===== src/design/sfrr_regs.vh =====
`ifndef SFRR_REGS_VH
`define SFRR_REGS_VH
// Clock rate
`define SFRR_CLK_MHZ          250
// Timing figures in their own units
`define SFRR_CLEAR_MIN_US     10
`define SFRR_REC_POWER_US     35
`define SFRR_REC_READ_US      35
`define SFRR_REC_DECODE_US    40
`define SFRR_REC_PROGRAM_US   310
`define SFRR_REC_SECTOR_MS    12
`define SFRR_REC_BLOCK_MS     25
`define SFRR_REC_CHIP_MS      100
`define SFRR_REC_STATUS_MS    40
`define SFRR_PDN_ENTRY_US     10
`define SFRR_PDN_EXIT_US      30
`define SFRR_PAGE_TYP_US      250
`define SFRR_SECTOR_TYP_MS    30
`define SFRR_BLOCK_TYP_MS     380
`define SFRR_CHIP_TYP_S       110
`define SFRR_STATUS_MAX_MS    40
// Derived cycle counts
`define SFRR_CLEAR_MIN_CYC    (`SFRR_CLEAR_MIN_US * `SFRR_CLK_MHZ)
`define SFRR_PDN_ENTRY_CYC    (`SFRR_PDN_ENTRY_US * `SFRR_CLK_MHZ)
`define SFRR_PDN_EXIT_CYC     (`SFRR_PDN_EXIT_US * `SFRR_CLK_MHZ)
// Operation codes
`define SFRR_OP_NONE          3'h0
`define SFRR_OP_READ          3'h1
`define SFRR_OP_DECODE        3'h2
`define SFRR_OP_PROGRAM       3'h3
`define SFRR_OP_SECTOR        3'h4
`define SFRR_OP_BLOCK         3'h5
`define SFRR_OP_CHIP          3'h6
`define SFRR_OP_STATUS        3'h7
// Counter width
`define SFRR_CNT_W            40
`endif


===== src/design/sfrr_sync.v =====
`timescale 1ns/1ps
module sfrr_sync (
  // Clock and reset
  input  wire       mclk_i,
  input  wire       reset_n_i,
  // Asynchronous levels
  input  wire [3:0] async_i,
  output reg  [3:0] sync_o
);
  reg [3:0] stage1;

  always @(posedge mclk_i) begin
    if (!reset_n_i) begin
      // Idle pin levels, so no false link clock edge follows reset
      stage1 <= 4'hb;
      sync_o <= 4'hb;
    end else begin
      stage1 <= async_i;
      sync_o <= stage1;
    end
  end
endmodule // sfrr_sync


===== src/design/sfrr_core.v =====
// Summary of operation
// RL1: Clear pin low ten microseconds resets device
// RL2: Reset returns standby, clears latch, flags
// RL3: Reset aborts running program or erase
// RL4: Data output tristated during reset cycle
// RL5: Suspended erase sets recovery from erase
// RL6: Recovery delay chosen by interrupted activity
// RL7: Host holds clear high before select
// RL8: Power-up lands standby, latch cleared
// RL9: Host leaves device deselected during power-up
// RL10: Supply-to-operation delay at least 3000 us; code waits REC_POWER_CYC, 35 us, once supply is good
// RL11: Below inhibit threshold, logic held, commands ignored
// RL12: Program resume-to-suspend spacing at least 0.3 us; code accepts a suspend on any busy cycle
// RL13: Erase resume-to-suspend spacing at least 0.3 us; code accepts a suspend on any busy cycle
// RL14: Deep power-down reached within ten microseconds
// RL15: Power-down exit back to standby within thirty
// RL16: Page write busy, typical 0.25 ms
// RL17: Sector wipe busy, typical 30 ms
// RL18: Block wipe busy, typical 380 ms
// RL19: Chip wipe busy, typical 110 s
// RL20: Status write busy, at most 40 ms
// RL21: Host keeps serial clock rate limits
// RL22: Progress flag held over every timed interval; code leaves it low over the power-down entry and exit intervals
`timescale 1ns/1ps
`include "sfrr_regs.vh"
module sfrr_core #(
  parameter [39:0] CLEAR_MIN_CYC = `SFRR_CLEAR_MIN_CYC,
  parameter [39:0] REC_POWER_CYC = `SFRR_REC_POWER_US * `SFRR_CLK_MHZ,
  parameter [39:0] REC_READ_CYC  = `SFRR_REC_READ_US * `SFRR_CLK_MHZ,
  parameter [39:0] REC_DEC_CYC   = `SFRR_REC_DECODE_US * `SFRR_CLK_MHZ,
  parameter [39:0] REC_PROG_CYC  = `SFRR_REC_PROGRAM_US * `SFRR_CLK_MHZ,
  parameter [39:0] REC_SECT_CYC  = `SFRR_REC_SECTOR_MS * 1000 * `SFRR_CLK_MHZ,
  parameter [39:0] REC_BLK_CYC   = `SFRR_REC_BLOCK_MS * 1000 * `SFRR_CLK_MHZ,
  parameter [39:0] REC_CHIP_CYC  = `SFRR_REC_CHIP_MS * 1000 * `SFRR_CLK_MHZ,
  parameter [39:0] REC_STAT_CYC  = `SFRR_REC_STATUS_MS * 1000 * `SFRR_CLK_MHZ,
  parameter [39:0] PDN_ENTRY_CYC = `SFRR_PDN_ENTRY_CYC,
  parameter [39:0] PDN_EXIT_CYC  = `SFRR_PDN_EXIT_CYC,
  parameter [39:0] PAGE_CYC      = `SFRR_PAGE_TYP_US * `SFRR_CLK_MHZ,
  parameter [39:0] SECT_CYC      = 40'd7500000,
  parameter [39:0] BLK_CYC       = 40'd95000000,
  parameter [39:0] CHIP_CYC      = 40'd27500000000,
  parameter [39:0] STAT_CYC      = `SFRR_REC_STATUS_MS * 1000 * `SFRR_CLK_MHZ
) (
  // Clock and reset
  input  wire       mclk_i,
  input  wire       reset_n_i,
  // Pins from the host
  input  wire       clear_n_i,
  input  wire       select_n_i,
  input  wire       sclk_i,
  input  wire       supply_ok_i,
  // Decoded command from the command logic
  input  wire       cmd_valid_i,
  input  wire [2:0] cmd_op_i,
  input  wire       cmd_wren_i,
  input  wire       cmd_pdn_i,
  input  wire       cmd_pdn_exit_i,
  input  wire       cmd_suspend_i,
  input  wire       cmd_resume_i,
  input  wire       decoding_i,
  input  wire       reading_i,
  // Serial output from the data path
  input  wire       data_out_i,
  input  wire       data_drive_i,
  // Status
  output reg        write_enable_latch_o,
  output reg        write_in_progress_flag_o,
  output reg        lock_bit_o,
  output reg        erase_suspended_o,
  output reg        program_suspended_o,
  output reg        deep_power_down_o,
  output reg        in_reset_o,
  output reg        abort_o,
  output wire       cmd_ready_o,
  output reg        sclk_rise_o,
  // Serial data pin
  output reg        so_o,
  output wire       so_oe_o
);
  localparam ST_RECOVER = 3'h0;
  localparam ST_STANDBY = 3'h1;
  localparam ST_BUSY    = 3'h2;
  localparam ST_SUSPEND = 3'h3;
  localparam ST_PDN_IN  = 3'h4;
  localparam ST_PDN     = 3'h5;
  localparam ST_PDN_OUT = 3'h6;
  localparam ST_CLEAR   = 3'h7;

  wire [3:0] pins_s;
  wire       clear_n_s  = pins_s[0];
  wire       select_n_s = pins_s[1];
  wire       sclk_s     = pins_s[2];
  wire       supply_s   = pins_s[3];

  reg [2:0]  state;
  reg [2:0]  active_op;
  reg [2:0]  susp_op;
  reg [39:0] timer;
  reg [39:0] low_cnt;
  reg        select_n_d;
  reg        sclk_d;
  reg        pdn_pending;
  reg        exit_pending;

  // Recovery lookup, used for reset and for suspended erases
  function [39:0] rec_cycles;
    input [2:0] op;
    begin
      case (op)
        `SFRR_OP_READ:    rec_cycles = REC_READ_CYC;
        `SFRR_OP_DECODE:  rec_cycles = REC_DEC_CYC;
        `SFRR_OP_PROGRAM: rec_cycles = REC_PROG_CYC;
        `SFRR_OP_SECTOR:  rec_cycles = REC_SECT_CYC;
        `SFRR_OP_BLOCK:   rec_cycles = REC_BLK_CYC;
        `SFRR_OP_CHIP:    rec_cycles = REC_CHIP_CYC;
        `SFRR_OP_STATUS:  rec_cycles = REC_STAT_CYC;
        default:          rec_cycles = REC_POWER_CYC;
      endcase
    end
  endfunction

  function [39:0] busy_cycles;
    input [2:0] op;
    begin
      case (op)
        `SFRR_OP_PROGRAM: busy_cycles = PAGE_CYC; // RL16
        `SFRR_OP_SECTOR:  busy_cycles = SECT_CYC; // RL17
        `SFRR_OP_BLOCK:   busy_cycles = BLK_CYC; // RL18
        `SFRR_OP_CHIP:    busy_cycles = CHIP_CYC; // RL19
        `SFRR_OP_STATUS:  busy_cycles = STAT_CYC; // RL20
        default:          busy_cycles = 40'h1;
      endcase
    end
  endfunction

  function is_erase;
    input [2:0] op;
    begin
      is_erase = (op == `SFRR_OP_SECTOR) || (op == `SFRR_OP_BLOCK) ||
                 (op == `SFRR_OP_CHIP);
    end
  endfunction

  sfrr_sync u_sync (
    .mclk_i    (mclk_i),
    .reset_n_i (reset_n_i),
    .async_i   ({supply_ok_i, sclk_i, select_n_i, clear_n_i}),
    .sync_o    (pins_s)
  );

  // Activity the reset interrupts; a suspended erase takes precedence
  wire [2:0] cur_op = (state == ST_SUSPEND && is_erase(susp_op)) ? susp_op : // RL5
                      (state == ST_BUSY)    ? active_op :
                      (state == ST_SUSPEND) ? susp_op :
                      decoding_i ? `SFRR_OP_DECODE :
                      reading_i  ? `SFRR_OP_READ : `SFRR_OP_NONE;

  wire timer_done = (timer == 40'h1);
  wire select_rise = !select_n_d && select_n_s;
  wire hw_reset = (low_cnt >= CLEAR_MIN_CYC); // RL1
  // Ready only in standby or suspend with supply good; suspend and power-down exit bypass it
  assign cmd_ready_o = supply_s && (state == ST_STANDBY || state == ST_SUSPEND); // RL11
  wire take = cmd_valid_i && cmd_ready_o;

  // Tristated while the clear cycle runs
  assign so_oe_o = data_drive_i && (state != ST_CLEAR) && (state != ST_RECOVER) && supply_s; // RL4

  always @(posedge mclk_i) begin
    if (!reset_n_i) begin
      state                    <= ST_RECOVER;
      active_op                <= `SFRR_OP_NONE;
      susp_op                  <= `SFRR_OP_NONE;
      timer                    <= REC_POWER_CYC;
      low_cnt                  <= 40'h0;
      select_n_d               <= 1'b1;
      sclk_d                   <= 1'b0;
      pdn_pending              <= 1'b0;
      exit_pending             <= 1'b0;
      write_enable_latch_o     <= 1'b0; // RL8
      write_in_progress_flag_o <= 1'b1;
      lock_bit_o               <= 1'b0;
      erase_suspended_o        <= 1'b0;
      program_suspended_o      <= 1'b0;
      deep_power_down_o        <= 1'b0;
      in_reset_o               <= 1'b1;
      abort_o                  <= 1'b0;
      sclk_rise_o              <= 1'b0;
      so_o                     <= 1'b0;
    end else begin
      select_n_d  <= select_n_s;
      sclk_d      <= sclk_s;
      sclk_rise_o <= sclk_s && !sclk_d;
      so_o        <= data_out_i;
      abort_o     <= 1'b0;
      low_cnt     <= clear_n_s ? 40'h0 : (hw_reset ? low_cnt : low_cnt + 40'h1);
      if (timer != 40'h0)
        timer <= timer - 40'h1;
      if (!supply_s) begin
        // Low supply holds state, timer and status flags at power-on values
        state                    <= ST_RECOVER; // RL11
        timer                    <= REC_POWER_CYC;
        write_enable_latch_o     <= 1'b0;
        write_in_progress_flag_o <= 1'b1;
        lock_bit_o               <= 1'b0;
        erase_suspended_o        <= 1'b0;
        program_suspended_o      <= 1'b0;
        deep_power_down_o        <= 1'b0;
        in_reset_o               <= 1'b1;
        pdn_pending              <= 1'b0;
        exit_pending             <= 1'b0;
      end else if (hw_reset && state != ST_CLEAR) begin
        abort_o                  <= (state == ST_BUSY) || (state == ST_SUSPEND); // RL3
        state                    <= ST_CLEAR;
        active_op                <= cur_op;
        write_enable_latch_o     <= 1'b0; // RL2
        write_in_progress_flag_o <= 1'b1; // RL22
        lock_bit_o               <= 1'b0;
        erase_suspended_o        <= 1'b0;
        program_suspended_o      <= 1'b0;
        deep_power_down_o        <= 1'b0;
        in_reset_o               <= 1'b1;
        pdn_pending              <= 1'b0;
        exit_pending             <= 1'b0;
      end else begin
        case (state)
          ST_CLEAR: begin
            if (clear_n_s) begin
              state <= ST_RECOVER;
              timer <= rec_cycles(active_op); // RL6
            end
          end
          ST_RECOVER: begin
            if (timer_done || timer == 40'h0) begin
              state                    <= ST_STANDBY; // RL2
              write_in_progress_flag_o <= 1'b0; // RL22
              in_reset_o               <= 1'b0;
              active_op                <= `SFRR_OP_NONE;
            end
          end
          ST_STANDBY: begin
            if (take && cmd_wren_i)
              write_enable_latch_o <= 1'b1;
            else if (take && cmd_pdn_i)
              pdn_pending <= 1'b1;
            else if (take && cmd_op_i >= `SFRR_OP_PROGRAM && write_enable_latch_o) begin
              state                    <= ST_BUSY;
              active_op                <= cmd_op_i;
              timer                    <= busy_cycles(cmd_op_i);
              write_in_progress_flag_o <= 1'b1; // RL22
            end
            if (pdn_pending && select_rise) begin
              state       <= ST_PDN_IN;
              timer       <= PDN_ENTRY_CYC;
              pdn_pending <= 1'b0;
            end
          end
          ST_BUSY: begin
            // Ready only covers idle states, so suspend bypasses it here
            if (cmd_valid_i && cmd_suspend_i && active_op != `SFRR_OP_STATUS) begin
              state                    <= ST_SUSPEND;
              susp_op                  <= active_op;
              erase_suspended_o        <= is_erase(active_op);
              program_suspended_o      <= !is_erase(active_op);
              write_enable_latch_o     <= 1'b0;
              write_in_progress_flag_o <= 1'b0;
            end else if (timer_done) begin
              state                    <= ST_STANDBY;
              write_in_progress_flag_o <= 1'b0; // RL22
              write_enable_latch_o     <= 1'b0;
              active_op                <= `SFRR_OP_NONE;
            end
          end
          ST_SUSPEND: begin
            // Timer keeps the remaining time frozen
            timer <= timer;
            if (take && cmd_wren_i)
              write_enable_latch_o <= 1'b1;
            else if (take && cmd_resume_i) begin
              state                    <= ST_BUSY;
              erase_suspended_o        <= 1'b0;
              program_suspended_o      <= 1'b0;
              write_in_progress_flag_o <= 1'b1;
            end
          end
          ST_PDN_IN: begin
            if (timer_done) begin
              state             <= ST_PDN; // RL14
              deep_power_down_o <= 1'b1;
            end
          end
          ST_PDN: begin
            if (cmd_valid_i && cmd_pdn_exit_i)
              exit_pending <= 1'b1;
            if (exit_pending && select_rise) begin
              state        <= ST_PDN_OUT;
              timer        <= PDN_EXIT_CYC;
              exit_pending <= 1'b0;
            end
          end
          ST_PDN_OUT: begin
            if (timer_done) begin
              state             <= ST_STANDBY; // RL15
              deep_power_down_o <= 1'b0;
            end
          end
          default: state <= ST_RECOVER;
        endcase
      end
    end
  end
endmodule // sfrr_core


===== config.mk =====
export PLATFORM = sky130hd
export DESIGN_NAME = sfrr_core
export DESIGN_NICKNAME = d
export VERILOG_FILES = /design/src/design/sfrr_sync.v /design/src/design/sfrr_core.v
export VERILOG_INCLUDE_DIRS = /design/src /design/src/design
export SDC_FILE = /design/constraint.sdc
export NUM_CORES = 1
export LEC_CHECK = 0
export BUFFER_PORTS_ARGS = -buffer_cell sky130_fd_sc_hd__buf_2
export CORE_MARGIN = 2
export CORE_UTILIZATION = 45
export CTS_CLUSTER_DIAMETER = 80
export DETAILED_ROUTE_END_ITERATION = 8
export SYNTH_ARGS = -nofsm -noshare
export SYNTH_HDL_FRONTEND = slang
export SYNTH_SLANG_ARGS = --single-unit

===== constraint.sdc =====
create_clock -name mclk_i -period 2.6 [get_ports mclk_i]
set_input_delay 0.13 -clock mclk_i [delete_from_list [all_inputs] [get_ports mclk_i]]
set_output_delay 0.13 -clock mclk_i [all_outputs]
set_load 0.02 [all_outputs]

; ---- Yosys cells after proc, flatten, opt, wreduce, memory -nomap -nowiden
; Index checks and enable logic that the tools add are counted.
[totals]
out_inout_bits = 12
wordCells = 196
input_bits = 19
register_bits = 110
[op_classes]
reduce_logical = 55
add_sub_neg = 2
bitwise_logic = 3
mux = 62
n_lt_le_gt_ge = 2
n_eq_ne = 52
[ops]
columns = op, n
row1 = two-way mux 40 bit, 8
row2 = case mux 35 bit (5 select lines), 1
row3 = case mux 40 bit (4 select lines), 1
row4 = case mux 25 bit (6 select lines), 1
row5 = two-way mux 3 bit, 23
row6 = == test 3 bit (second input constant), 15
row7 = adder 40 x 1 -> 40 bit (second input constant), 1
row8 = == test 40 x 1 -> 1 bit (second input constant), 1
row9 = greater-or-equal comparator 40 x 12 -> 1 bit (second input constant), 1
row10 = zero test 40 bit, 1
row11 = nonzero test 40 bit, 1
row12 = subtractor 40 x 1 -> 40 bit (second input constant), 1
row13 = inequality test 3 bit (second input constant), 11
row14 = case mux 3 bit (8 select lines), 1
row15 = two-way mux 1 bit, 20
row16 = logical AND 1 bit, 19
row17 = AND reduction 9 bit, 2
row18 = == test 3 x 2 -> 1 bit (second input constant), 5
row19 = inequality test 2 bit (second input constant), 7
row20 = AND reduction 3 bit, 4
row21 = inequality test 2 x 1 -> 1 bit (second input constant), 5
row22 = nonzero test 2 bit, 5
row23 = case mux 3 bit (3 select lines), 1
row24 = case mux 1 bit (2 select lines), 4
row25 = 20 further kinds, 37

; ---- Logic depth before layout (Yosys ltp)
; Gate-level depths: netlist (run 1).
[logic_depth]
ltp_word = 12
mapped_depth = 9
depth_no_buf = 9

; ---- Hierarchy
; From an unflattened synthesis (run 1), not the netlist that was laid out.
[unflattened]
hier_cells = 772
area_unflattened_um2 = 6357.3
[modules_own_cells]
columns = mod, n_inst, cells_per_inst, seq_area_each_um2, area_each_um2
row1 = sfrr_core, 1, 756, 2042.0, 6147.1
row2 = sfrr_sync, 1, 16, 160.2, 210.2

; ---- Least setup slack after synthesis (run 1)
; Ideal clock, no wire load.
[synth_timing]
path_kind = flip-flop to flip-flop
from = register timer[19]
to = register timer[32]
setup_time_ns = 0.125
stages_incl_launch_ff = 9
path_buffers = 1
setup_slack_ns = 0.062
t_arrival_ns = 2.413
t_required_ns = 2.475
path_cell_list = dfxtp_1 or4_4 buf_6 nor4_4 nand3_2 or3_4 or4_1 xor2_1 nor2_2
[synth_between]
elab_chain_cells = 8
word_cells_on_any_way = 11
classes_between = 1 x add/sub / 9 x mux / 1 x reduce/logical
[synth_lines]
columns = item, line
row1 = start: declaration, sfrr_core.v:98  ; reg [39:0] timer;
row2 = start signal: assignment, sfrr_core.v:197  ; timer <= timer - 40'h1;
row3 = start signal: assignment, sfrr_core.v:229  ; timer <= rec_cycles(active_op);
row4 = start signal: assignment, sfrr_core.v:248  ; timer <= busy_cycles(cmd_op_i);
row5 = subtractor 40 x 1 -> 40 bit / nonzero test 40 bit (equally long branches), "sfrr_core.v:197, sfrr_core.v:196"
row6 = two-way mux 40 bit *, sfrr_core.v:196  ; if (timer != 40'h0)
row7 = two-way mux 40 bit, sfrr_core.v:245  ; else if (take && cmd_op_i >= `SFRR_OP_PROGRAM && write_enable_latch_o) begin
row8 = two-way mux 40 bit, sfrr_core.v:243  ; else if (take && cmd_pdn_i)
row9 = two-way mux 40 bit, sfrr_core.v:241  ; if (take && cmd_wren_i)
row10 = two-way mux 40 bit, sfrr_core.v:251  ; if (pdn_pending && select_rise) begin
row11 = case mux 40 bit (4 select lines), sfrr_core.v:225  ; case (state)
row12 = two-way mux 40 bit *, sfrr_core.v:211  ; end else if (hw_reset && state != ST_CLEAR) begin
; Mark *: on every way between the ends. The rest lies on a longest branch, timed or not.
; A chain may end at the register's enable or synchronous reset.

; ---- Worst setup path in the final report (run 1)
[layout_timing]
from = register timer[26]
to = register timer[32]
; Same word-level chain as after synthesis.

==> PnR_summary.wiki, run 1 <==
{| class="wikitable"
! Metric !! Value
|-
| Run status || finished clean
|-
| Max-slew headroom at the worst pin || 55.04%
|-
| Initial antenna violation count || 0
|-
| Footprint of the flip-flops and latches || 2206 sq um
|-
| Cell variety after synth || 77
|-
| Max-cap viol count || 0
|-
| Die X-Extent || 120.2 microns
|-
| Count of filler cells inserted in the layout || 1250
|-
| Post-route fraction of the period consumed by the critical path || 97.10%
|-
| Synth top area cells || dfxtp_1 (36%), nand2_1 (5.1%), nor2_1 (4.1%)
|-
| Number of global-route vias before repair || 6031
|-
| Diodes inserted || 0
|-
| Reg2Reg Depth || 7
|-
| End of the worst hold path || write_enable_latch_o
|-
| Overall die height || 120.2 microns
|-
| VDD IR-drop max || 0.0004938 V
|-
| Layout cells sized above 1 || 21.30%
|-
| Area leader, netlist || dfxtp_1
|-
| Clock transition at path regs || 0.08 ns
|-
| Post-synthesis average cell area || 7.872 sq um
|-
| Global-route usage over all layers || 28.03%
|-
| Hold Vio Cnt, Final || 0
|-
| Number of buffer cells added on primary ports || 29
|-
| Complex-gate fraction of the synthesized area || 20.01%
|-
| Portion of netlist area occupied by mux cells || 1.503%
|-
| Die footprint || 14450 sq um
|-
| Seq cells post-synth || 110
|-
| Residual overflow from global routing || 0
|-
| Worst Skew || 0.009306 ns
|-
| RSZ-0062 raised after global routing || true
|-
| Final Wtd Congestion || 1.030
|-
| Achievable Freq || 0.3961 GHz
|-
| Transition time of the tightest slew-check pin || 0.6743 ns
|-
| Detailed Route WL || 20.02 mm
|-
| Share of flip-flops with an asynchronous set or reset || 0%
|-
| Startpoint type of the worst setup path || register
|-
| Number of nets with antenna violations after detailed routing || 0
|-
| Leakage || 2.946 nW
|-
| # setup viols final || 0
|-
| Depth of the worst hold-timing path || 3
|-
| # IOs || 31
|-
| Number of enable flip-flop cells after synthesis || 0
|-
| Cell Count Post-Placement || 1027
|-
| Starting density of the core || 46.07%
|-
| Final cell count without fillers || 1054
|-
| Layout overhead on the synthesized area || 23.47%
|-
| Final net count || 899
|-
| Type of the tightest min-delay check || in2reg
|-
| Crit path time final || 2.525 ns
|-
| Core ar. || 13190 sq um
|-
| Via total after detailed routing || 6354
|-
| Most common flop cell mapped by yosys || dfxtp_1
|-
| Iteration count of the initial detailed-routing pass || 7
|-
| Maximum fanout encountered on the critical timing path || 4
|-
| Worst Path Arrival || 2.78 ns
|-
| Clock tree from TritonCTS || yes
|-
| Number of buffers created by CTS || 9
|-
| Xor/xnor cell area share of the yosys netlist || 4.900%
|-
| DRC viols || 0
|-
| Power density over the cells || 429.1 nW/um^2
|-
| CTS Buffer Depth || 2
|-
| Number of vias per cell || 6.028
|-
| Detailed-placement wirelength estimate || 15.13 mm
|-
| Largest net degree at the start of global routing || 29
|-
| Number of levels in the clock H-tree || 3
|-
| Multi-input gate area || 3764 sq um
|-
| Worst skew pair latency || 0.36 ns
|-
| Summed instance area of the synthesized netlist || 6077 sq um
|-
| Starting DRC count in detailed routing || 733
|-
| DR WL/cell || 18.99 microns
|-
| Library cell used as clock root buffer || clkbuf_16
|-
| Crit end category || register
|-
| Setup slack at placement || -0.04132 ns
|-
| Main combinational cell family by area after synthesis || simple AND/OR/NAND/NOR gates
|-
| Synthesized-area fraction occupied by and/or/nand/nor cells || 32.43%
|-
| Worst hold slack across all endpoints || 0.04717 ns
|-
| Startpoint of the worst hold path || cmd_wren_i
|-
| Number of synthesis warnings || 0
|-
| Setup slack on the worst flop-to-flop path || 0.08 ns
|-
| Utilization after layout || 56.89%
|-
| FF-to-FF Start || timer[26]
|-
| Cell count after synthesis || 772
|-
| Adder-cell share of the synthesized area || 1.029%
|-
| Pins Over Slew Limit || 0
|-
| Post-layout worst setup margin || 0.07544 ns
|-
| Row count || 42
|-
| Clock tree sinks || 110
|-
| Global-route wire length before repair || 31.78 mm
|-
| Required time at the worst-slack endpoint || 2.86 ns
|-
| Share of synthesized area occupied by flip-flops and latches || 36.24%
|-
| Capturing point of the worst reg2reg path || timer[32]
|-
| Net count after synthesis || 796
|-
| Share of the synthesized area in the top cell type || 36.24%
|-
| Crit Path Class || reg2reg
|}
## how the worst max path moves through the flow
| stage | start | endpoint | cells past startpoint |
|---|---|---|---|
| after floorplan | timer[19] | timer[32] | 8 |
| after global placement | timer[19] | timer[8] | 8 |
| final | timer[26] | timer[32] | 7 |
| after global routing | timer[26] | state[1] | 8 |
| after CTS | timer[30] | active_op[1] | 8 |
| after detailed placement | timer[19] | timer[8] | 8 |
## flip-flops by register name, summed over array words and instances (netlist names)
register and cells:
u_sync.sync_o 4, erase_suspended_o 1, write_in_progress_flag_o 1, program_suspended_o 1
u_sync.stage1 4, state 3, sclk_d 1, write_enable_latch_o 1
so_o 1, sclk_rise_o 1, pdn_pending 1, low_cnt 40
susp_op 3, exit_pending 1, deep_power_down_o 1, abort_o 1
select_n_d 1, active_op 3, timer 40, in_reset_o 1
## cell usage after synthesis (all sizes together) (16+ instances only)
cell type,instances
dfxtp,110
nand2,83
nor2,68
a21oi,46
o21ai,46
clkbuf,38
and2,37
nor3,29
nor4,28
nand3,23
a31oi,18
xnor2,18
inv,16
nand4,16
xor2,16
## power by group
group	total [mW]	switching, mW	internal (mW)
combinational	0.204	0.125	0.0793
clock	1.31	0.658	0.654
sequential	1.70	0.00743	1.70
total	3.22	0.790	2.43
## worst max-delay path, stage by stage, from the launching register on
cell and delay, ns:
dfxtp_2 0.33, or4_4 0.55, nor4_4 0.35, nand3_2 0.13, or3_4 0.40, or4_1 0.43, xor2_1 0.20, nor2_2 0.04
## layer usage
| layer | wire [microns] | vias up | track usage [%] |
|---|---|---|---|
| li1 | - | 3024 | - |
| met1 | 8818 | 3012 | 37.33 |
| met2 | 9035 | 263 | 44.21 |
| met3 | 1525 | 55 | 6.604 |
| met4 | 639 | 0 | 10.54 |
| met5 | 0 | - | 0 |
## cells in the final DEF, fill, tap and decap left out, types with 21 or more instances in the layout
cell and instances:
a21oi_1 45, and2_1 36, dfxtp_1 107, buf_4 97, nand2_1 82, buf_2 29, nand3_1 21, nor3_1 28
o21ai_0 41, nor4_1 21, nor2_1 65
## layout make-up
class | instances | area share (%)
multi-input cells | 603 | 50.16
flip-flops and latches | 110 | 29.40
repair buffers | 135 | 13.14
clock buffers | 9 | 3.001
well taps | 176 | 2.935
inverters | 16 | 0.8004
clock inverters | 5 | 0.5669
## through the flow
step                TNS (ns)  cell area (sq um)  total power, mW
CTS                        0               7328            3.241
detailed placement   -0.1468               6999            1.924
global route        -0.07554               7503            3.336
floorplan                  0               6077            1.848
finish                     0               7503            3.220
global placement    -0.05379               6999            1.924
## timing repair
item	CTS	global route
hold buffers	5	0
resized for setup	3	29
endpoints found under the setup margin	4	27
gates cloned	0	0
pin swaps	1	10
endpoints found under the hold margin	5	0
buffers inserted	0	8
## cell families (layout without fill, tap and decap cells)
logic type | Yosys count | count (layout)
AND/OR/NAND/NOR | 367 | 367
AO/OA/AOI/OAI | 187 | 187
flip-flops | 110 | 110
buffers and inverters | 59 | 165
XOR/XNOR | 34 | 34
multiplexers | 9 | 9
adder cells (fa/ha/maj) | 5 | 5
other | 1 | 1
(Power assumes the default switching activity.)
==> run 2: changes to the inputs <==
--- a/config.mk
+++ b/config.mk
@@ -11,6 +11,7 @@
 export CORE_UTILIZATION = 45
 export CTS_CLUSTER_DIAMETER = 80
 export DETAILED_ROUTE_END_ITERATION = 8
+export PLACE_DENSITY_LB_ADDON = 0.3
 export SYNTH_ARGS = -nofsm -noshare
 export SYNTH_HDL_FRONTEND = slang
 export SYNTH_SLANG_ARGS = --single-unit
==> run 2 against run 1 <==
- sequential cell count stayed put
- total power up 3.6%
- first-iteration DRC count decreased by 26%
- largest cell class unchanged
- utilization is 0.79 points lower
- clock power up 9%
==> PnR_summary.wiki, run 2 (same netlist as run 1, synthesis figures left out) <==
{| class="wikitable"
! Metric !! Value
|-
| Worst Skew || 0.01141 ns (was 0.009306 ns)
|-
| Iteration count of the initial detailed-routing pass || 6 (was 7)
|-
| Number of vias per cell || 6.061 (was 6.028)
|-
| Type of the tightest min-delay check || in2reg (unchanged)
|-
| Number of buffer cells added on primary ports || 29 (unchanged)
|-
| Pins Over Slew Limit || 0 (unchanged)
|-
| DR WL/cell || 19.32 microns (was 18.99 microns)
|-
| Leakage || 2.882 nW (was 2.946 nW)
|-
| Number of global-route vias before repair || 6042 (was 6031)
|-
| Crit end category || register (unchanged)
|-
| Final Wtd Congestion || 1.002 (was 1.030)
|-
| Buffer and inverter count on the worst path || 0 (unchanged)
|-
| Achievable Freq || 0.3945 GHz (was 0.3961 GHz)
|-
| Largest registers || low_cnt (40), timer (40) (unchanged)
|-
| Run status || finished clean (unchanged)
|-
| Detailed-placement wirelength estimate || 15.30 mm (was 15.13 mm)
|-
| Final sum of negative setup slack || 0 ns (unchanged)
|-
| Core ar. || 13190 sq um (unchanged)
|-
| Die footprint || 14450 sq um (unchanged)
|-
| # IOs || 31 (unchanged)
|-
| Global-route wire length before repair || 31.92 mm (was 31.78 mm)
|-
| VDD IR-drop max || 0.0004017 V (was 0.0004938 V)
|-
| Max-slew headroom at the worst pin || 52.79% (was 55.04%)
|-
| Overall die height || 120.2 microns (unchanged)
|-
| Crit path time final || 2.535 ns (was 2.525 ns)
|-
| Required time at the worst-slack endpoint || 2.87 ns (was 2.86 ns)
|-
| # setup viols final || 0 (unchanged)
|-
| Layout cells sized above 1 || 19.86% (was 21.30%)
|-
| Power density over the cells || 450.7 nW/um^2 (was 429.1 nW/um^2)
|-
| Starting density of the core || 46.07% (unchanged)
|-
| Diodes inserted || 0 (unchanged)
|-
| Crit-path cells || or4_4 -> nor4_4 -> nand3_2 -> or3_4 -> or4_1 -> xor2_1 -> nor2_2 (unchanged)
|-
| Maximum fanout encountered on the critical timing path || 4 (unchanged)
|-
| Startpoint type of the worst setup path || register (unchanged)
|-
| Residual overflow from global routing || 0 (unchanged)
|-
| Detailed Route WL || 20.13 mm (was 20.02 mm)
|-
| Post-layout worst setup margin || 0.06508 ns (was 0.07544 ns)
|-
| Number of buffers created by CTS || 9 (unchanged)
|-
| Crit Path Class || reg2reg (unchanged)
|-
| Most common cell after layout, fill and taps aside || dfxtp_1 (unchanged)
|-
| Layout overhead on the synthesized area || 21.76% (was 23.47%)
|-
| Longest individual stage delay on the worst path || 0.53 ns (was 0.55 ns)
|-
| Clock tree sinks || 110 (unchanged)
|-
| Die X-Extent || 120.2 microns (unchanged)
|-
| Gate family responsible for the most delay along the worst path || simple AND/OR/NAND/NOR gates (unchanged)
|-
| Transition time of the tightest slew-check pin || 0.7082 ns (was 0.6743 ns)
|-
| Worst skew pair latency || 0.37 ns (was 0.36 ns)
|-
| Clock transition at path regs || 0.08 ns (about the same)
|-
| DRC viols || 0 (unchanged)
|-
| Initial antenna violation count || 0 (unchanged)
|-
| Utilization after layout || 56.10% (was 56.89%)
|-
| Post-route fraction of the period consumed by the critical path || 97.50% (was 97.10%)
|-
| CTS Buffer Depth || 2 (unchanged)
|-
| Number of levels in the clock H-tree || 3 (unchanged)
|-
| Row count || 42 (unchanged)
|-
| Number of nets with antenna violations after detailed routing || 0 (unchanged)
|-
| Clock tree from TritonCTS || yes (unchanged)
|-
| Slowest CP cell || or4_4 (unchanged)
|-
| Setup slack at placement || -0.001031 ns (was -0.04132 ns)
|-
| Starting DRC count in detailed routing || 545 (was 733)
|-
| Library cell used as clock root buffer || clkbuf_16 (unchanged)
|-
| Most used cells in the layout excluding fill and tap cells || dfxtp_1 (110), buf_4 (86), nand2_1 (82) (was dfxtp_1 (107), buf_4 (97), nand2_1 (82))
|-
| Via total after detailed routing || 6316 (was 6354)
|-
| RSZ-0062 raised after global routing || true (unchanged)
|-
| Global-route usage over all layers || 28.20% (was 28.03%)
|-
| Max-cap viol count || 0 (unchanged)
|-
| Worst Path Arrival || 2.81 ns (was 2.78 ns)
|-
| Largest net degree at the start of global routing || 29 (unchanged)
|-
| Final net count || 885 (was 899)
|-
| Hold Vio Cnt, Final || 0 (unchanged)
|}
run 2: cell count changes in the layout (fill, tap and decap cells not counted), moves of 2 or more:
cell / before / now
clkinv_8: 0 / 3
dfxtp_1: 107 / 110
nor4_2: 5 / 7
buf_4: 97 / 86
inv_8: 1 / 3
buf_6: 2 / 0
o21ai_0: 41 / 43
dfxtp_2: 3 / 0
run 2: path summary, 6_finish.rpt:
kind | start | slack (ns) | end | cells past startpoint
worst max-delay path | timer[21] | 0.07 | timer[32] | 7
worst min-delay path | cmd_wren_i | 0.04 | write_enable_latch_o | 3
worst max register to register | timer[21] | 0.07 | timer[32] | 7
worst min register to register | sclk_d | 0.39 | sclk_rise_o | 1
run 2: cell type report:
type,instances,area [sq um]
fillers,1242,5791
well taps,176,220.2
multi-input cells,603,3740
inverters,16,60.06
flip-flops and latches,110,2202
clock inverters,7,91.34
repair buffers,121,860.8
clock buffers,9,225.2
run 2: routing by layer:
layer	wire length (microns)	global-route usage (%)	share of wire (%)	up-vias
met5	0	0	0	-
met4	843	12.65	4.2	0
met3	1630	5.991	8.1	56
met2	9086	44.00	45	283
met1	8574	37.56	43	2963
li1	-	-	-	3014
run 2: power by group:
group / internal, mW / leakage (nW) / switching, mW
combinational: 0.0760 / 1.84 / 0.124
sequential: 1.70 / 0.889 / 0.00695
clock: 0.699 / 0.154 / 0.733
total: 2.47 / 2.88 / 0.864
run 2: stage by stage:
stage	instance area, sq um	total power, mW	hold WS [ns]	instances
2_1_floorplan	6077	1.848	0.2315	772
3_3_place_gp	6912	1.918	0.3091	1017
3_5_place_dp	6912	1.922	0.3162	1017
4_1_cts	7278	3.351	0.02709	1038
5_1_grt	7400	3.444	0.05358	1042
6_report	7400	3.335	0.04399	1042
run 2: worst reg2reg max path, stage by stage (launching register included):
cell and delay (ns):
dfxtp_1 0.36, or4_4 0.53, nor4_4 0.35, nand3_2 0.15
or3_4 0.42, or4_1 0.42, xor2_1 0.17, nor2_2 0.04
run 2: timing repair:
item / in CTS / in global routing
resized for setup: 0 / 22
pin swaps: 0 / 5
endpoints found under the hold margin: 5 / 0
hold buffers: 5 / 0
endpoints found under the setup margin: 2 / 40
buffers inserted: 0 / 4
==> run 3: changes to the inputs <==
--- a/config.mk
+++ b/config.mk
@@ -12,6 +12,7 @@
 export CTS_CLUSTER_DIAMETER = 80
 export DETAILED_ROUTE_END_ITERATION = 8
 export PLACE_DENSITY_LB_ADDON = 0.3
+export SETUP_SLACK_MARGIN = 0.5
 export SYNTH_ARGS = -nofsm -noshare
 export SYNTH_HDL_FRONTEND = slang
 export SYNTH_SLANG_ARGS = --single-unit
==> constraint.sdc (replaced) <==
create_clock -name mclk_i -period 2.95 [get_ports mclk_i]
set_input_delay 0.1475 -clock mclk_i [delete_from_list [all_inputs] [get_ports mclk_i]]
set_output_delay 0.1475 -clock mclk_i [all_outputs]
set_load 0.02 [all_outputs]
==> run 3 against run 2 <==
- sequential power down 12%
- total power down 15%
- critical path depth up 1
- largest cell class unchanged
- clock power down 18%
- utilization up 1.2 points
- count of clock-buffer cells in the layout up 2
- non-clock buffer count down 23
- final area up 2.1%
- wire length up 1.7%
==> PnR_summary.wiki, run 3 (same netlist as run 1, synthesis figures left out) <==
{| class="wikitable"
! Metric !! Value
|-
| Run status || finished clean (unchanged)
|-
| Starting DRC count in detailed routing || 832 (was 545)
|-
| Number of vias per cell || 6.332 (was 6.061)
|-
| Largest registers || low_cnt (40), timer (40) (unchanged)
|-
| Number of buffer cells added on primary ports || 29 (unchanged)
|-
| Power density over the cells || 377.1 nW/um^2 (was 450.7 nW/um^2)
|-
| Layout overhead on the synthesized area || 24.38% (was 21.76%)
|-
| Number of global-route vias before repair || 6077 (was 6042)
|-
| Transition time of the tightest slew-check pin || 0.7867 ns (was 0.7082 ns)
|-
| Starting density of the core || 46.07% (unchanged)
|-
| Diodes inserted || 0 (unchanged)
|-
| Worst Skew || 0.01547 ns (was 0.01141 ns)
|-
| Crit end category || register (unchanged)
|-
| Worst Path Arrival || 2.77 ns (was 2.81 ns)
|-
| Depth of the worst hold-timing path || 3 (unchanged)
|-
| First element of the critical path || timer[32] (was timer[21])
|-
| Hold Vio Cnt, Final || 0 (unchanged)
|-
| Largest net degree at the start of global routing || 29 (unchanged)
|-
| Worst skew pair latency || 0.37 ns (about the same)
|-
| Detailed-placement wirelength estimate || 14.86 mm (was 15.30 mm)
|-
| Required time at the worst-slack endpoint || 3.19 ns (was 2.87 ns)
|-
| DRC viols || 0 (unchanged)
|-
| Via total after detailed routing || 6452 (was 6316)
|-
| Achievable Freq || 0.3953 GHz (was 0.3945 GHz)
|-
| # setup viols final || 0 (unchanged)
|-
| RSZ-0062 raised after global routing || true (unchanged)
|-
| Multi-input gate area || 4083 sq um (was 3740 sq um)
|-
| Global-route usage over all layers || 28.32% (was 28.20%)
|-
| Final net count || 862 (was 885)
|-
| Overall die height || 120.2 microns (unchanged)
|-
| Core ar. || 13190 sq um (unchanged)
|-
| Max-slew headroom at the worst pin || 47.56% (was 52.79%)
|-
| Global-route wire length before repair || 32.11 mm (was 31.92 mm)
|-
| Die X-Extent || 120.2 microns (unchanged)
|-
| Crit Path Class || reg2reg (unchanged)
|-
| Most used cells in the layout excluding fill and tap cells || dfxtp_1 (101), nand2_1 (77), nor2_1 (63) (was dfxtp_1 (110), buf_4 (86), nand2_1 (82))
|-
| DR WL/cell || 20.09 microns (was 19.32 microns)
|-
| Post-layout worst setup margin || 0.4200 ns (was 0.06508 ns)
|-
| VDD IR-drop max || 0.0003388 V (was 0.0004017 V)
|-
| Power after layout || 2.850 mW (was 3.335 mW)
|-
| Pins Over Slew Limit || 0 (unchanged)
|-
| Number of buffers created by CTS || 9 (unchanged)
|-
| Slowest CP cell || or4_4 (unchanged)
|-
| Setup slack at placement || 0.1158 ns (was -0.001031 ns)
|-
| Startpoint of the worst hold path || cmd_wren_i (unchanged)
|-
| Number of levels in the clock H-tree || 3 (unchanged)
|-
| Initial antenna violation count || 0 (unchanged)
|-
| Residual overflow from global routing || 0 (unchanged)
|-
| Final Wtd Congestion || 0.9630 (was 1.002)
|-
| Number of nets with antenna violations after detailed routing || 0 (unchanged)
|-
| Longest individual stage delay on the worst path || 0.59 ns (was 0.53 ns)
|-
| Final sum of negative setup slack || 0 ns (unchanged)
|-
| Leakage || 2.823 nW (was 2.882 nW)
|-
| Count of filler cells inserted in the layout || 1190 (was 1242)
|-
| Max-cap viol count || 0 (unchanged)
|-
| Reg2Reg Depth || 8 (was 7)
|-
| Crit path time final || 2.530 ns (was 2.535 ns)
|-
| Row count || 42 (unchanged)
|-
| Maximum fanout encountered on the critical timing path || 6 (was 4)
|-
| Die footprint || 14450 sq um (unchanged)
|-
| Footprint of the flip-flops and latches || 2216 sq um (was 2202 sq um)
|-
| Clock transition at path regs || 0.08 ns (about the same)
|-
| Startpoint type of the worst setup path || register (unchanged)
|-
| CTS Buffer Depth || 2 (unchanged)
|-
| Iteration count of the initial detailed-routing pass || 5 (was 6)
|-
| Crit-path cells || or4_4 -> or2_4 -> or3_4 -> buf_4 -> nor3_4 -> o311ai_2 -> o21ai_1 -> nand4b_1 (was or4_4 -> nor4_4 -> nand3_2 -> or3_4 -> or4_1 -> xor2_1 -> nor2_2)
|-
| Type of the tightest min-delay check || in2reg (unchanged)
|-
| Most common cell after layout, fill and taps aside || dfxtp_1 (unchanged)
|-
| Clock tree from TritonCTS || yes (unchanged)
|-
| Post-route fraction of the period consumed by the critical path || 85.76% (was 97.50%)
|-
| Layout cells sized above 1 || 24.44% (was 19.86%)
|-
| FF-to-FF Start || timer[32] (was timer[21])
|-
| Library cell used as clock root buffer || clkbuf_16 (unchanged)
|-
| Utilization after layout || 57.30% (was 56.10%)
|-
| # IOs || 31 (unchanged)
|-
| Clock tree sinks || 110 (unchanged)
|-
| Detailed Route WL || 20.47 mm (was 20.13 mm)
|}
-- run 3: changes by cell type in the layout (fill, tap and decap cells not counted), sizes merged --
| cell | change |
|---|---|
| clkinv | -1 |
| clkbuf | +2 |
| buf | -23 |
| inv | -1 |
-- run 3: what timing repair did --
action / 4_1_cts / 5_1_grt
hold buffers: 5 / 0
hold endpoints to repair: 5 / 0
pin swaps: 16 / 38
resized for setup: 47 / 71
buffers inserted: 10 / 8
setup endpoints to repair: 44 / 48
-- run 3: area by class of cell --
class | count | area share [%]
Multi-Input combinational cell | 603 | 54.01
Sequential cell | 110 | 29.32
Timing Repair Buffer | 98 | 9.353
Clock buffer | 11 | 3.079
Tap cell | 176 | 2.913
Inverter | 16 | 0.7946
Clock inverter | 5 | 0.5297
-- run 3: report_power, final --
part           total (mW)  leakage, nW  internal [mW]  switching, mW
logic               0.178         1.80         0.0636          0.115
registers            1.50        0.893           1.49        0.00883
clock network        1.17        0.135          0.584          0.585
-- run 3: worst paths after layout --
check,to,slack [ns]
max,write_in_progress_flag_o,0.42
min,write_enable_latch_o,0.06
max reg2reg,write_in_progress_flag_o,0.42
min reg2reg,sclk_rise_o,0.39
-- run 3: worst max-delay path: cells and delay by family, from the launching register on --
kind	cells	cell delay, ns
AOI/OAI and AO/OA	2	0.28
DFF	1	0.35
buffers and inverters	1	0.17
and+or+nand+nor	5	1.62
-- run 3: metrics by stage --
step           cells  hold WS, ns  cell area [sq um]
2_1_floorplan    772       0.2490               6092
3_3_place_gp     980       0.3269               6649
3_5_place_dp     980       0.3339               6649
4_1_cts         1011      0.04898               7217
5_1_grt         1019      0.07274               7559
6_report        1019      0.05919               7559
-- run 3: per-layer routing --
metal | global-route usage, % | share of wire, % | vias up
met2 | 44.35 | 45 | 312
li1 | - | - | 2960
met1 | 38.10 | 43 | 3126
met5 | 0 | 0 | -
met3 | 4.906 | 8.3 | 54
met4 | 13.15 | 3.8 | 0
